`src/quasi_port_pkg.sv`:
```
/*
 Constants for the quasi-bidirectional port block: register map,
 field positions, reset values, strobe timing and operation codes.
 Assumes a 32-bit AHB-Lite register bus decoded on byte address.
*/
package quasi_port_pkg;
	localparam int NUM_PORTS = 5;
	localparam int PORT_W = 8;
	localparam int ADDR_W = 8;
	localparam logic [7:0] LATCH_RESET = 8'hFF;
	localparam logic [7:0] ALL_ONES = 8'hFF;
	localparam logic [7:0] BIT_ONE = 8'h01;
	localparam logic [7:0] LATCH_BASE = 8'h00;
	localparam logic [7:0] PIN_BASE = 8'h20;
	localparam logic [7:0] CTRL_OFS = 8'h40;
	localparam logic [7:0] RMW_OFS = 8'h44;
	localparam logic [7:0] STAT_OFS = 8'h48;
	localparam int ADDR_DATA_PORT = 0;
	localparam int ANALOG_PORT = 1;
	localparam int HIGH_ADDR_PORT = 2;
	localparam int CTRL_X2_BIT = 0;
	localparam int CTRL_ALE_OFF_BIT = 1;
	localparam int CTRL_ANALOG_LSB = 8;
	localparam int RMW_OP_LSB = 0;
	localparam int RMW_PORT_LSB = 4;
	localparam int RMW_BIT_LSB = 8;
	localparam int RMW_OPND_LSB = 16;
	localparam int RMW_CARRY_BIT = 24;
	localparam int RES_JUMP_BIT = 8;
	localparam int STAT_EA_BIT = 0;
	localparam int STAT_EXT_FETCH_BIT = 1;
	localparam logic [2:0] ALE_PERIOD_STD = 3'h6;
	localparam logic [2:0] ALE_PERIOD_X2 = 3'h3;
	localparam logic [2:0] PROG_STORE_STROBE_PHASE_STD = 3'h3;
	localparam logic [2:0] PROG_STORE_STROBE_PHASE_X2 = 3'h1;
	localparam logic [2:0] PHASE_ONE = 3'h1;
	localparam logic [2:0] PHASE_ZERO = 3'h0;
	typedef enum logic [3:0] {
		OP_AND = 4'h0, OP_OR = 4'h1, OP_XOR = 4'h2, OP_JBC = 4'h3,
		OP_CPL_BIT = 4'h4, OP_INC = 4'h5, OP_DEC = 4'h6, OP_DJNZ = 4'h7,
		OP_MOV_C = 4'h8, OP_CLR_BIT = 4'h9, OP_SET_BIT = 4'hA, OP_CPL = 4'hB
	} rmw_op_t;
	typedef enum logic [1:0] {
		BUS_IDLE = 2'b00, BUS_WRITE = 2'b01, BUS_READ_WAIT = 2'b10, BUS_READ_DONE = 2'b11
	} bus_state_t;
endpackage

```
`src/quasi_port.sv`:
```
/*
 Port latches, pin drivers and bus strobes for five byte-wide ports,
 with an AHB-Lite slave for the latch, pin, control and RMW registers.
 Assumes hclk is the oscillator clock, all pin inputs are synchronous
 to it, and the core supplies bus-cycle and external-data flags.
*/
// The register offsets and the AHB-Lite interface to the registers were left to the implementer.
// Behaviour
// - Port write loads latch from bus
// - Latch read returns latch, not pin
// - Pin read returns pin levels
// - Each line input or output independently
// - Latch one releases low driver
// - Alternate output drives when latch set
// - External low reads back as zero
// - Analog port pull-up switchable off
// - Address/data port open-drain outside bus
// - High-address port strong pull during bus
// - Bus cycle drives address/data, not latch
// - Bus ports unusable as GPIO meanwhile
// - RMW operations read latch, not pin
// - Bit operations rewrite whole byte
// - Address strobe every six, three; skip data
// - Software may disable strobe when internal
// - Program strobe twice per cycle, skip data
// - Program strobe idle on internal fetch
// - Access select low fetches all externally
// - Reset sets every latch bit
`timescale 1ns/1ps
`default_nettype none
module quasi_port #(
	parameter int NPORT = quasi_port_pkg::NUM_PORTS
) (
	input wire logic hclk,
	input wire logic hresetn,
	input wire logic hsel,
	input wire logic [31:0] haddr,
	input wire logic [1:0] htrans,
	input wire logic hwrite,
	input wire logic [2:0] hsize,
	input wire logic [31:0] hwdata,
	input wire logic hready,
	output logic hreadyout,
	output logic hresp,
	output logic [31:0] hrdata,
	input wire logic [NPORT*8-1:0] pin_in,
	output logic [NPORT*8-1:0] pin_out,
	output logic [NPORT*8-1:0] pin_oe,
	output logic [NPORT*8-1:0] pin_pullup,
	input wire logic [NPORT*8-1:0] alt_func_out,
	input wire logic ext_bus_cycle,
	input wire logic xdata_access,
	input wire logic [7:0] addr_data_out,
	input wire logic [7:0] high_addr_out,
	input wire logic ext_access_sel,
	output logic addr_latch_strobe,
	output logic prog_store_strobe_n
);
	logic [7:0] port_latch_reg [NPORT];
	logic [NPORT*8-1:0] sync1_reg;
	logic [NPORT*8-1:0] sync2_reg;
	quasi_port_pkg::bus_state_t state_reg;
	quasi_port_pkg::bus_state_t state_next;
	logic [7:0] addr_reg;
	logic [31:0] hrdata_reg;
	logic [31:0] ctrl_reg;
	logic [8:0] rmw_result_reg;
	logic [2:0] phase_reg;
	logic [2:0] period;
	logic [2:0] prog_store_strobe_phase;
	logic double_speed_mode;
	logic ale_off;
	logic [7:0] analog_sel;
	logic take;
	logic commit;
	logic [3:0] lat_hit;
	logic [3:0] pin_hit;
	logic [2:0] rmw_port;
	logic [8:0] rmw_calc_val;

	// Valid bit plus port index for a register bank
	function automatic logic [3:0] port_dec(input logic [7:0] a, input logic [7:0] base);
		logic [7:0] d;
		d = a - base;
		port_dec = {(a >= base) && (d[1:0] == 2'b00) && (d[7:2] < NPORT), d[4:2]};
	endfunction

	function automatic logic [8:0] rmw_calc(input logic [3:0] op, input logic [7:0] l,
		input logic [2:0] b, input logic [7:0] v, input logic c);
		logic [7:0] m;
		logic [7:0] d;
		m = quasi_port_pkg::BIT_ONE << b;
		d = l - quasi_port_pkg::BIT_ONE;
		case (op)
		quasi_port_pkg::OP_AND: rmw_calc = {1'b0, l & v};
		quasi_port_pkg::OP_OR: rmw_calc = {1'b0, l | v};
		quasi_port_pkg::OP_XOR: rmw_calc = {1'b0, l ^ v};
		quasi_port_pkg::OP_JBC: rmw_calc = {l[b], l & ~m};
		quasi_port_pkg::OP_CPL_BIT: rmw_calc = {1'b0, l ^ m};
		quasi_port_pkg::OP_INC: rmw_calc = {1'b0, l + quasi_port_pkg::BIT_ONE};
		quasi_port_pkg::OP_DEC: rmw_calc = {1'b0, d};
		quasi_port_pkg::OP_DJNZ: rmw_calc = {d != 8'h00, d};
		quasi_port_pkg::OP_MOV_C: rmw_calc = {1'b0, c ? (l | m) : (l & ~m)};
		quasi_port_pkg::OP_CLR_BIT: rmw_calc = {1'b0, l & ~m};
		quasi_port_pkg::OP_SET_BIT: rmw_calc = {1'b0, l | m};
		quasi_port_pkg::OP_CPL: rmw_calc = {1'b0, ~l};
		default: rmw_calc = {1'b0, l};
		endcase
	endfunction

	assign hresp = 1'b0;
	assign hreadyout = (state_reg != quasi_port_pkg::BUS_READ_WAIT);
	assign hrdata = hrdata_reg;
	assign take = hsel && htrans[1] && hready;
	assign commit = (state_reg == quasi_port_pkg::BUS_WRITE);
	assign lat_hit = port_dec(addr_reg, quasi_port_pkg::LATCH_BASE);
	assign pin_hit = port_dec(addr_reg, quasi_port_pkg::PIN_BASE);
	assign rmw_port = hwdata[quasi_port_pkg::RMW_PORT_LSB +: 3];
	assign double_speed_mode = ctrl_reg[quasi_port_pkg::CTRL_X2_BIT];
	assign ale_off = ctrl_reg[quasi_port_pkg::CTRL_ALE_OFF_BIT];
	assign analog_sel = ctrl_reg[quasi_port_pkg::CTRL_ANALOG_LSB +: 8];

	always_comb begin
		rmw_calc_val = rmw_calc(hwdata[quasi_port_pkg::RMW_OP_LSB +: 4],
			port_latch_reg[rmw_port < NPORT ? rmw_port : 3'h0],
			hwdata[quasi_port_pkg::RMW_BIT_LSB +: 3],
			hwdata[quasi_port_pkg::RMW_OPND_LSB +: 8],
			hwdata[quasi_port_pkg::RMW_CARRY_BIT]);
	end

	// Reads take one wait state so a write just before is already visible
	always_comb begin
		state_next = quasi_port_pkg::BUS_IDLE;
		if (state_reg == quasi_port_pkg::BUS_READ_WAIT) begin
			state_next = quasi_port_pkg::BUS_READ_DONE;
		end else if (take) begin
			state_next = hwrite ? quasi_port_pkg::BUS_WRITE : quasi_port_pkg::BUS_READ_WAIT;
		end
	end

	always_ff @(posedge hclk or negedge hresetn) begin
		if (!hresetn) begin
			state_reg <= quasi_port_pkg::BUS_IDLE;
			addr_reg <= 8'h00;
		end else begin
			state_reg <= state_next;
			if (take && (state_reg != quasi_port_pkg::BUS_READ_WAIT)) begin
				addr_reg <= haddr[7:0];
			end
		end
	end

	always_ff @(posedge hclk or negedge hresetn) begin
		if (!hresetn) begin
			hrdata_reg <= 32'h0000_0000;
		end else if (state_reg == quasi_port_pkg::BUS_READ_WAIT) begin
			hrdata_reg <= 32'h0000_0000;
			if (lat_hit[3]) begin
				hrdata_reg[7:0] <= port_latch_reg[lat_hit[2:0]];
			end else if (pin_hit[3]) begin
				hrdata_reg[7:0] <= sync2_reg[pin_hit[2:0]*8 +: 8];
			end else if (addr_reg == quasi_port_pkg::CTRL_OFS) begin
				hrdata_reg <= ctrl_reg;
			end else if (addr_reg == quasi_port_pkg::RMW_OFS) begin
				hrdata_reg[8:0] <= rmw_result_reg;
			end else if (addr_reg == quasi_port_pkg::STAT_OFS) begin
				hrdata_reg[quasi_port_pkg::STAT_EA_BIT] <= ext_access_sel;
				hrdata_reg[quasi_port_pkg::STAT_EXT_FETCH_BIT] <= !ext_access_sel;
			end
		end
	end

	always_ff @(posedge hclk or negedge hresetn) begin
		if (!hresetn) begin
			ctrl_reg <= 32'h0000_0000;
		end else if (commit && addr_reg == quasi_port_pkg::CTRL_OFS) begin
			ctrl_reg <= hwdata & 32'h0000_FF03;
		end
	end

	always_ff @(posedge hclk or negedge hresetn) begin
		if (!hresetn) begin
			rmw_result_reg <= 9'h000;
		end else if (commit && addr_reg == quasi_port_pkg::RMW_OFS && rmw_port < NPORT) begin
			rmw_result_reg <= rmw_calc_val;
		end
	end

	generate
		for (genvar p = 0; p < NPORT; p++) begin : g_port
			always_ff @(posedge hclk or negedge hresetn) begin
				if (!hresetn) begin
					port_latch_reg[p] <= quasi_port_pkg::LATCH_RESET;
				end else if (commit && lat_hit[3] && lat_hit[2:0] == p) begin
					port_latch_reg[p] <= hwdata[7:0];
				end else if (commit && addr_reg == quasi_port_pkg::RMW_OFS && rmw_port == p) begin
					port_latch_reg[p] <= rmw_calc_val[7:0];
				end
			end
			// every bit driven from its own latch bit outside bus cycles
			if (p == quasi_port_pkg::ADDR_DATA_PORT) begin : g_ad
				assign pin_out[p*8 +: 8] = ext_bus_cycle ? addr_data_out : 8'h00;
				assign pin_oe[p*8 +: 8] = ext_bus_cycle ? quasi_port_pkg::ALL_ONES : ~port_latch_reg[p];
				assign pin_pullup[p*8 +: 8] = 8'h00;
			end else if (p == quasi_port_pkg::HIGH_ADDR_PORT) begin : g_ha
				assign pin_out[p*8 +: 8] = ext_bus_cycle ? high_addr_out : 8'h00;
				assign pin_oe[p*8 +: 8] = ext_bus_cycle ? quasi_port_pkg::ALL_ONES : ~port_latch_reg[p];
				assign pin_pullup[p*8 +: 8] = quasi_port_pkg::ALL_ONES;
			end else begin : g_qb
				assign pin_oe[p*8 +: 8] = ~(port_latch_reg[p] & alt_func_out[p*8 +: 8]);
				// only low side driven; weak pull lets outside pull low
				assign pin_out[p*8 +: 8] = 8'h00;
				if (p == quasi_port_pkg::ANALOG_PORT) begin : g_an
					assign pin_pullup[p*8 +: 8] = ~analog_sel;
				end else begin : g_dg
					assign pin_pullup[p*8 +: 8] = quasi_port_pkg::ALL_ONES;
				end
			end
		end
	endgenerate

	always_ff @(posedge hclk or negedge hresetn) begin
		if (!hresetn) begin
			sync1_reg <= '1;
			sync2_reg <= '1;
		end else begin
			sync1_reg <= pin_in;
			sync2_reg <= sync1_reg;
		end
	end

	assign period = double_speed_mode ? quasi_port_pkg::ALE_PERIOD_X2 : quasi_port_pkg::ALE_PERIOD_STD;
	assign prog_store_strobe_phase = double_speed_mode ? quasi_port_pkg::PROG_STORE_STROBE_PHASE_X2 : quasi_port_pkg::PROG_STORE_STROBE_PHASE_STD;

	always_ff @(posedge hclk or negedge hresetn) begin
		if (!hresetn) begin
			phase_reg <= quasi_port_pkg::PHASE_ZERO;
		end else if (phase_reg >= period - quasi_port_pkg::PHASE_ONE) begin
			phase_reg <= quasi_port_pkg::PHASE_ZERO;
		end else begin
			phase_reg <= phase_reg + quasi_port_pkg::PHASE_ONE;
		end
	end

	// one pulse per period, none on data access; off only when internal
	assign addr_latch_strobe = (phase_reg == quasi_port_pkg::PHASE_ZERO) && !xdata_access
		&& !(ale_off && ext_access_sel);
	// one per half machine cycle; external fetch only when select low
	assign prog_store_strobe_n = !((phase_reg == prog_store_strobe_phase) && !ext_access_sel && !xdata_access);
endmodule
`default_nettype wire

```
`config.mk`:
```
export PLATFORM = sky130hd
export DESIGN_NAME = quasi_port
export DESIGN_NICKNAME = d
export VERILOG_FILES = /design/src/quasi_port_pkg.sv /design/src/quasi_port.sv
export SDC_FILE = /design/constraint.sdc
export NUM_CORES = 1
export LEC_CHECK = 0
export ABC_AREA = 1
export BUFFER_PORTS_ARGS = -buffer_cell sky130_fd_sc_hd__buf_2
export CAP_MARGIN = 20
export CORE_ASPECT_RATIO = 0.8
export CORE_MARGIN = 3
export CORE_UTILIZATION = 47
export CTS_CLUSTER_DIAMETER = 150
export CTS_CLUSTER_SIZE = 40
export DETAILED_ROUTE_END_ITERATION = 10
export PLACE_DENSITY_LB_ADDON = 0.1
export SYNTH_ARGS = -nofsm -noshare
export SYNTH_HDL_FRONTEND = slang
export SYNTH_SLANG_ARGS = --single-unit
```
`constraint.sdc`:
```
create_clock -name hclk -period 3.3 [get_ports hclk]
set_clock_uncertainty 0.2 [all_clocks]
set_input_delay 0.66 -clock hclk [delete_from_list [all_inputs] [get_ports hclk]]
set_output_delay 0.66 -clock hclk [all_outputs]
set_load 0.005 [all_outputs]
```
==> impl_metrics.tcl, run 1 <==
set metrics [dict create \
    ctsResizeCount 0 \
    grt_max_degree 78 \
    start_util_pct 48.6 \
    fillers 1827 \
    ios 329 \
    ys_ff_latch 168 \
    clockBufferDepth 2 \
    r2r_setup_slack_ns 0.62 \
    cts.sinks 168 \
    finalSetupViolations 0 \
    p_per_area_mw_per_mm2 513 \
    viasPerCell 5.17 \
    relSlewSlack_pct 51.1 \
    syn_inst 1181 \
    slew_violations 0 \
    p_leak_nw 5.95 \
    multi_input_area_sq_mm 0.00403 \
    synth_area_sq_mm 0.00933 \
    r2r-start "port_latch_reg[25]" \
    clock.fmax_mhz 346 \
    die_h_um 132 \
    clock_latency_ns 0.44 \
    total_power_mw 5.98 \
    critPathKind "input pin to register" \
    firstDrtPassIters 6 \
    postCtsSetupBuffers 0 \
    dp_hpwl_mm 23.0 \
    final.period_utilization_pct 87.5 \
    dr_total_vias 8987 \
    synthArstFlopShare_pct 100 \
    cts_buffers 17 \
    core.rowCount 45 \
    antenna_cells 0 \
    die-area_sq_mm 0.0216 \
    fin_util_pct 60.7 \
    r2r-end "port_latch_reg[33]" \
    antenna_found_initial 1 \
    post_drt_wl_per_cell_um 17.5 \
    path_clk_slew_ns 0.08 \
    tns_ns 0 \
    place_congestion 0.986 \
    nets 1650 \
    antenna_left 0 \
    syn2layout_area_growth_pct 24.9 \
    drc 0 \
    drt-total-wl_mm 30.4 \
    ys_seq_area_share_pct 46.7 \
    crit_path_start "hwdata[6]" \
    final_layout_size_suffix_gt1_share_pct 32.4 \
    htreeDepth 4 \
    core_area_sq_mm 0.0192 \
    track_usage_pct 27.7 \
    cts_tree "done" \
    grt_overflow_total 0 \
    grt_pass1_wl_mm 45.9 \
    first_iter_violations 778 \
    ff_latch_area_sq_mm 0.00435 \
    cts-root-buf "clkbuf_16" \
    min_period_ns 2.89 \
    yosysWarnings 0 \
    irDropWorstVdd_uv 342 \
    cts_hold_buf 0 \
    grt_pass1_vias 8377 \
    endpoint_kind "register" \
    synth-main-ff-cell "dfstp_2" \
    run_status "completed" \
    synth_cell_types 44 \
    required_ns 3.47 \
    synth_edf_count 0 \
    drv_cap 0 \
    portBuffers 204 \
    rsz0062_at_grt "no" \
    syn_avg_cell_area_sq_um 7.90 \
    worstPathArrival_ns 3.05 \
    finalHoldViolations 0 \
    crit_fanout 8 \
    crit_end "port_latch_reg[7]" \
    min_path_type "input pin to asynchronous set/reset pin" \
    critPathLaunchType "input pin" \
    die_w_um 164 \
    r2r_cells 13 \
    worst_pin_slew_ns 0.733 \
]
-- through the flow --
step	cells	area, sq um	hold slack [ns]	worst slack (ns)
after floorplan	1252	9600	0.145	0.293
after global placement	1707	11000	0.146	0.0610
after detailed placement	1707	11000	0.147	0.0379
after CTS	1739	11700	0.0860	0.486
after global routing	1739	11700	0.104	0.243
final	1739	11700	0.0650	0.414
-- how the worst min path moves through the flow --
stage / from / to / cells after the start
floorplan: sync1_reg[0] / sync2_reg[0] / 0
global placement: sync1_reg[38] / sync2_reg[38] / 0
detailed placement: sync1_reg[21] / sync2_reg[21] / 0
CTS: hresetn / hrdata[15] / 1
global route: pin_in[7] / sync1_reg[7] / 1
finish: hresetn / hrdata[12] / 1
-- area by class of cell --
cell class,instances,area share (%)
repair buffers,295,15.2
multi-input cells,841,34.6
clock inverters,15,1.75
inverters,145,4.67
flip-flops and latches,168,37.4
clock buffers,17,3.65
well taps,258,2.77
-- routing by layer --
| metal | part of all wire (%) | wire length (um) | track usage, % |
|---|---|---|---|
| met1 | 43 | 13000 | 39.0 |
| met2 | 45 | 13800 | 42.8 |
| met3 | 10 | 3080 | 6.78 |
| met4 | 1.9 | 566 | 7.80 |
| met5 | 0.036 | 11 | 0 |
-- synth_stat cells, types with 5 or more instances --
cell	count	area (sq um)
nand2_1	363	1360
inv_1	134	503
dfstp_2	120	3150
nand3_1	79	395
nor2_1	78	293
buf_4	77	578
o21ai_0	64	320
dfrtp_1	48	1200
a21oi_1	35	175
a22oi_1	17	128
o21bai_1	14	105
clkbuf_1	13	48.8
o211ai_1	13	97.6
o22ai_1	12	75.1
ha_1	9	113
inv_2	9	33.8
nand4_1	9	56.3
a41oi_1	8	70.1
mux2_2	8	90.1
o31ai_1	8	60.1
o2111ai_1	7	61.3
o221ai_1	7	61.3
nor3_1	6	30.0
buf_2	5	25.0
nand2_2	5	31.3
-- critical path, stage by stage --
cell      delay, ns
buf_2          0.12
buf_4          0.18
nor2_1         0.30
nand2_1        0.08
nand3_1        0.10
nand3_1        0.13
o21ai_1        0.39
buf_4          0.22
o21bai_1       0.10
nand2_1        0.11
o211ai_2       0.43
nand3_1        0.15
nand2_1        0.09
-- kinds of logic after synthesis --
logic type / Yosys count / share of synthesized area (%)
XOR/XNOR: 2 / 0.188
flip-flops: 168 / 46.7
other: 2 / 0.0805
adder cells (fa/ha/maj): 9 / 1.21
buffers and inverters: 243 / 13.0
AND/OR/NAND/NOR: 552 / 24.4
AO/OA/AOI/OAI: 197 / 13.5
multiplexers: 8 / 0.966
-- power by group --
group | total, mW | internal, mW | switching [mW]
logic | 1.48 | 0.536 | 0.945
clock network | 2.07 | 1.10 | 0.974
registers | 2.42 | 2.31 | 0.114
total | 5.98 | 3.95 | 2.03
-- cell usage in the layout (no fill, tap or decap), types with 12 or more instances in the layout --
master     count
buf_4         86
nand2_1      363
a22oi_1       17
o22ai_1       12
o211ai_1      13
dfrtp_1       48
dfstp_2      120
buf_2        203
o21ai_0       64
nand3_1       79
inv_1        134
conb_1        73
a21oi_1       35
o21bai_1      14
nor2_1        78
clkbuf_16     17
Note: power is estimated with default switching activity, not from simulation.
==> inputs of run 2 (changes only) <==
ABC_AREA = not set   (was 1)
==> run 2 against run 1 <==
  * Final cell count fell by 14%
  * Core utilization up 0.93 points
  * Flip-flop and latch count stayed put
  * Clock power barely moved
  * Worst setup slack got worse by 0.26 ns
  * First-iteration DRC count grew 0.51%
  * Wire length shrank 2.6%
  * Power up 13%
  * Register-to-register slack worse by 0.47 ns
  * Synthesized cell count is 22% lower
  * Critical path type is now register to register
  * Largest power group unchanged
  * Highest routed layer unchanged
==> impl_metrics.tcl, run 2 <==
set metrics [dict create \
    min_path_type "input pin to asynchronous set/reset pin" \
    instances_no_fill 1488 \
    dr_wl_met2_mm 12.3 \
    cts_hold_buf 0 \
    mostFrequentLayoutCell "buf_2" \
    worstPathArrival_ns 3.24 \
    crit_fanout 5 \
    final.period_utilization_pct 95.4 \
    syn_inst 923 \
    postCtsSetupBuffers 0 \
    synth_most_common_cell "dfstp_2" \
    fin_util_pct 61.6 \
    drv_cap 0 \
    p_per_area_mw_per_mm2 568 \
    fillers 1657 \
    antenna_found_initial 1 \
    cts_tree "done" \
    setup_slack_ns 0.151 \
    met1_length_mm 13.4 \
    drc 0 \
    core.rowCount 45 \
    die-area_sq_mm 0.0216 \
    slew_violations 0 \
    synth_edf_count 0 \
    grt_overflow_total 0 \
    r2r_cells 9 \
    run_status "completed" \
    dr_total_vias 8293 \
    antenna_cells 0 \
    yosysTopAreaCell "dfstp_2" \
    min_period_ns 3.15 \
    clock_latency_ns 0.43 \
    first_iter_violations 782 \
    place_congestion 1.02 \
    grt_max_degree 70 \
    synthArstFlopShare_pct 100 \
    htreeDepth 4 \
    top_layer "met5" \
    clockBufferDepth 2 \
    drt-total-wl_mm 29.6 \
    firstDrtPassIters 5 \
    p_leak_nw 5.17 \
    synth-main-ff-cell "dfstp_2" \
    grt_pass1_vias 7635 \
    path_clk_slew_ns 0.07 \
    most-common-layout-cells "buf_2, dfstp_2, buf_4, nand2_1, conb_1" \
    relSlewSlack_pct 24.3 \
    antenna_left 0 \
    synth_area_sq_mm 0.00934 \
    dp_cells 1456 \
    post_drt_wl_per_cell_um 19.9 \
    yosysWarnings 0 \
    die_h_um 132 \
    ctsResizeCount 0 \
    final_layout_size_suffix_gt1_share_pct 43.9 \
    holdWs_ns 0.0208 \
    worst_pin_slew_ns 1.13 \
    track_usage_pct 27.0 \
    syn2layout_area_growth_pct 27.0 \
    clock.fmax_mhz 318 \
    grt_pass1_wl_mm 44.7 \
    irDropWorstVdd_uv 340 \
    multi_input_area_sq_mm 0.00445 \
    dp_hpwl_mm 22.5 \
    ys_seq_area_share_pct 46.6 \
    nets 1399 \
    required_ns 3.39 \
    viasPerCell 5.57 \
    start_util_pct 48.5 \
    die_w_um 164 \
    syn_avg_cell_area_sq_um 10.1 \
    finalHoldViolations 0 \
    synth_cell_types 79 \
    wl_met3_mm 3.51 \
    rsz0062_at_grt "yes" \
    synth.area.top_cells "dfstp_2, dfrtp_1, buf_4" \
    portBuffers 204 \
    cts.sinks 168 \
    cts-root-buf "clkbuf_16" \
    critPathKind "register to register" \
    ios 329 \
    ys_ff_latch 168 \
    synth_top_area_share_pct 33.7 \
    endpoint_kind "register" \
    post-place-ws_ns -0.322 \
    cts_buffers 17 \
    synth_common_cells "dfstp_2, nand2_1, buf_4" \
    critPathLaunchType "register" \
    ff_latch_area_sq_mm 0.00435 \
    finalSetupViolations 0 \
    total_power_mw 6.73 \
    core_area_sq_mm 0.0193 \
]
## run 2: metal layers
layer | up-vias | global-route usage (%)
met2 | 480 | 37.1
met1 | 3977 | 42.1
met5 | - | 0
met3 | 36 | 8.20
met4 | 2 | 5.45
li1 | 3798 | -
## run 2: cells by family after synthesis
group | share of synthesized area (%)
simple gates | 15.1
compound gates | 19.0
flops | 46.6
buf+inv | 9.07
mux | 8.13
fa+ha+maj | 1.33
xor+xnor | 0.656
other cells | 0.0804
## run 2: stage by stage
| stage | area, sq um | setup TNS [ns] |
|---|---|---|
| after detailed placement | 11200 | -10.07 |
| final | 11900 | 0 |
| after global placement | 11200 | -10.16 |
| after global routing | 11900 | -0.0960 |
| after floorplan | 9650 | 0 |
| after CTS | 11900 | 0 |
## run 2: worst max-delay path, stage by stage, from the launching register on
cell and delay (ns):
dfstp_2 0.58, mux2_1 0.15, o32ai_1 0.08, or4_4 0.52
buf_4 0.18, or3_4 0.38, nor3_2 0.22, mux2i_1 0.30
o21a_1 0.31, o21ai_1 0.09
## run 2: final cells by class
cell class	count	area share [%]
clock inverters	15	1.76
repair buffers	323	16.8
multi-input cells	679	37.5
clock buffers	17	3.59
flip-flops and latches	168	36.7
inverters	28	0.886
well taps	258	2.72
## run 2: path summary, 6_finish.rpt
path | to | startpoint | slack (ns)
max reg2reg | rmw_result_reg[5] | port_latch_reg[9] | 0.15
max in group asynchronous | port_latch_reg[38] | hresetn | 2.10
max | rmw_result_reg[5] | port_latch_reg[9] | 0.15
min in group hclk | sync1_reg[5] | pin_in[5] | 0.12
min reg2reg | sync2_reg[36] | sync1_reg[36] | 0.15
min | hrdata[0] | hresetn | 0.02
## run 2: power breakdown
group / total (mW) / switching, mW / internal, mW / leakage (nW)
clock network: 2.06 / 1.01 / 1.05 / 0.304
logic: 1.95 / 1.04 / 0.915 / 2.98
registers: 2.72 / 0.280 / 2.44 / 1.88
==> inputs of run 3 (changes only) <==
clock period = 4 ns   (was 3.3 ns; I/O delays follow)
==> run 3 against run 2 <==
  * Final cell count shrank 4.3%
  * Die area is the same
  * Via count shrank 2.9%
  * Global-route usage shrank 1.2 points
  * Wire length shrank 4.2%
  * Cell area shrank 5.4%
  * First-iteration DRC count grew 18%
  * Register-to-register slack gained 0.46 ns
==> impl_metrics.tcl, run 3 (synthesized netlist as in run 2, its figures left out) <==
set metrics [dict create \
    run_status "completed" \
    track_usage_pct 25.8 \
    post-place-ws_ns 0.0936 \
    dp_hpwl_mm 21.2 \
    cts-root-buf "clkbuf_16" \
    syn2layout_area_growth_pct 20.2 \
    post_drt_wl_per_cell_um 19.9 \
    p_per_area_mw_per_mm2 471 \
    cts_tree "done" \
    nets 1335 \
    postPlaceCellArea_sq_mm 0.0107 \
    die_h_um 132 \
    finalSetupViolations 0 \
    grt_overflow_total 0 \
    finalHoldViolations 0 \
    htreeDepth 4 \
    postCtsSetupBuffers 0 \
    p_leak_nw 4.80 \
    required_ns 4.10 \
    core.rowCount 45 \
    hold_start "sync1_reg[35]" \
    worst_pin_slew_ns 0.906 \
    cts_buffers 17 \
    most-common-layout-cells "buf_2, dfstp_2, nand2_1, conb_1, o21ai_0" \
    grt_max_degree 76 \
    die-area_sq_mm 0.0216 \
    power.clock.fraction_pct 30.0 \
    ctsResizeCount 0 \
    firstDrtPassIters 6 \
    critPathLaunchType "input pin" \
    min_period_ns 3.59 \
    p_switching_mw 1.79 \
    slew_violations 0 \
    p_comb_share_pct 27.5 \
    core_area_sq_mm 0.0193 \
    setup_slack_ns 0.405 \
    cell_internal_pwr_mw 3.50 \
    endpoint_kind "register" \
    cts_hold_buf 0 \
    first_iter_violations 923 \
    die_w_um 164 \
    cp_slowest_cell "a22oi_1" \
    tns_ns 0 \
    final_layout_size_suffix_gt1_share_pct 40.1 \
    drt-total-wl_mm 28.4 \
    antenna_left 0 \
    antenna_cells 0 \
    fin_area_sq_mm 0.0112 \
    crit_path_start "hwdata[6]" \
    worstHoldPathCells 0 \
    clock_latency_ns 0.44 \
    grt_pass1_vias 7651 \
    antenna_found_initial 1 \
    swShare_pct 33.9 \
    clock.fmax_mhz 278 \
    crit_path_max_incr_delay_ns 0.58 \
    worstPathArrival_ns 3.70 \
    crit_fanout 16 \
    viasPerCell 5.65 \
    min_path_type "register to register" \
    dr_total_vias 8050 \
    cts.sinks 168 \
    drv_cap 0 \
    critPathKind "input pin to register" \
    fillers 1682 \
    seq_power_share_pct 42.5 \
    r2r-start "port_latch_reg[9]" \
    mostFrequentLayoutCell "buf_2" \
    rsz0062_at_grt "no" \
    start_util_pct 48.5 \
    irDropWorstVdd_uv 287 \
    ios 329 \
    path_cells "buf_2 > buf_4 > nor2b_1 > a22oi_1 > a22oi_1 > a31oi_1 > a2111o_1 > a21oi_1 > o21a_1 > o21ai_1" \
    fin_util_pct 58.3 \
    drc 0 \
    r2r_cells 9 \
    portBuffers 204 \
    path_clk_slew_ns 0.07 \
    final.period_utilization_pct 89.9 \
    place_congestion 0.994 \
    clockBufferDepth 2 \
    path_common_cell "a22oi_1" \
    relSlewSlack_pct 39.4 \
    grt_pass1_wl_mm 43.3 \
]
[run 3: changes by cell type in the layout (fill, tap and decap cells not counted), sizes merged]
cell	change
clkinv	-2
clkbuf	+2
buf	-64
[run 3: power groups by stage]
| stage | clock [mW] | combinational (mW) | sequential (mW) |
|---|---|---|---|
| floorplan | 0 | 0.999 | 2.16 |
| global placement | 0 | 1.42 | 2.26 |
| detailed placement | 0 | 1.44 | 2.27 |
| CTS | 1.62 | 1.45 | 2.24 |
| global route | 1.68 | 1.60 | 2.28 |
| finish | 1.59 | 1.46 | 2.25 |
[run 3: cell type report]
class / count / area (sq um) / area share, %
clock buffers: 19 / 443 / 3.94
clock inverters: 13 / 129 / 1.15
inverters: 28 / 105 / 0.936
multi-input cells: 679 / 4410 / 39.3
flip-flops and latches: 168 / 4350 / 38.8
well taps: 258 / 323 / 2.87
repair buffers: 259 / 1470 / 13.0
[run 3: worst max-delay path: cells and delay by family]
kind | cells | cell delay (ns)
buffers and inverters | 2 | 0.42
AO/OA/AOI/OAI | 7 | 2.01
AND/OR/NAND/NOR | 1 | 0.44
[run 3: metal layers]
metal	track usage, %	vias up	wire, um
li1	-	3668	-
met1	38.5	3865	12600
met2	37.1	465	12300
met3	7.79	50	2980
met4	5.97	2	493
met5	0	-	13
[run 3: per-stage QoR]
step / total power [mW] / hold slack, ns / std cells
floorplan: 3.15 / 0.145 / 994
global placement: 3.68 / 0.146 / 1392
detailed placement: 3.71 / 0.147 / 1392
CTS: 5.31 / 0.152 / 1424
global route: 5.56 / 0.152 / 1424
finish: 5.29 / 0.148 / 1424
[run 3: worst paths after layout]
check	endpoint	slack, ns
min in group asynchronous	addr_reg[4]	0.19
max in group asynchronous	port_latch_reg[4]	2.49
worst max-delay path	rmw_result_reg[5]	0.41
worst min-delay path	sync2_reg[35]	0.15
worst min register to register	sync2_reg[35]	0.15
worst max register to register	rmw_result_reg[5]	0.61
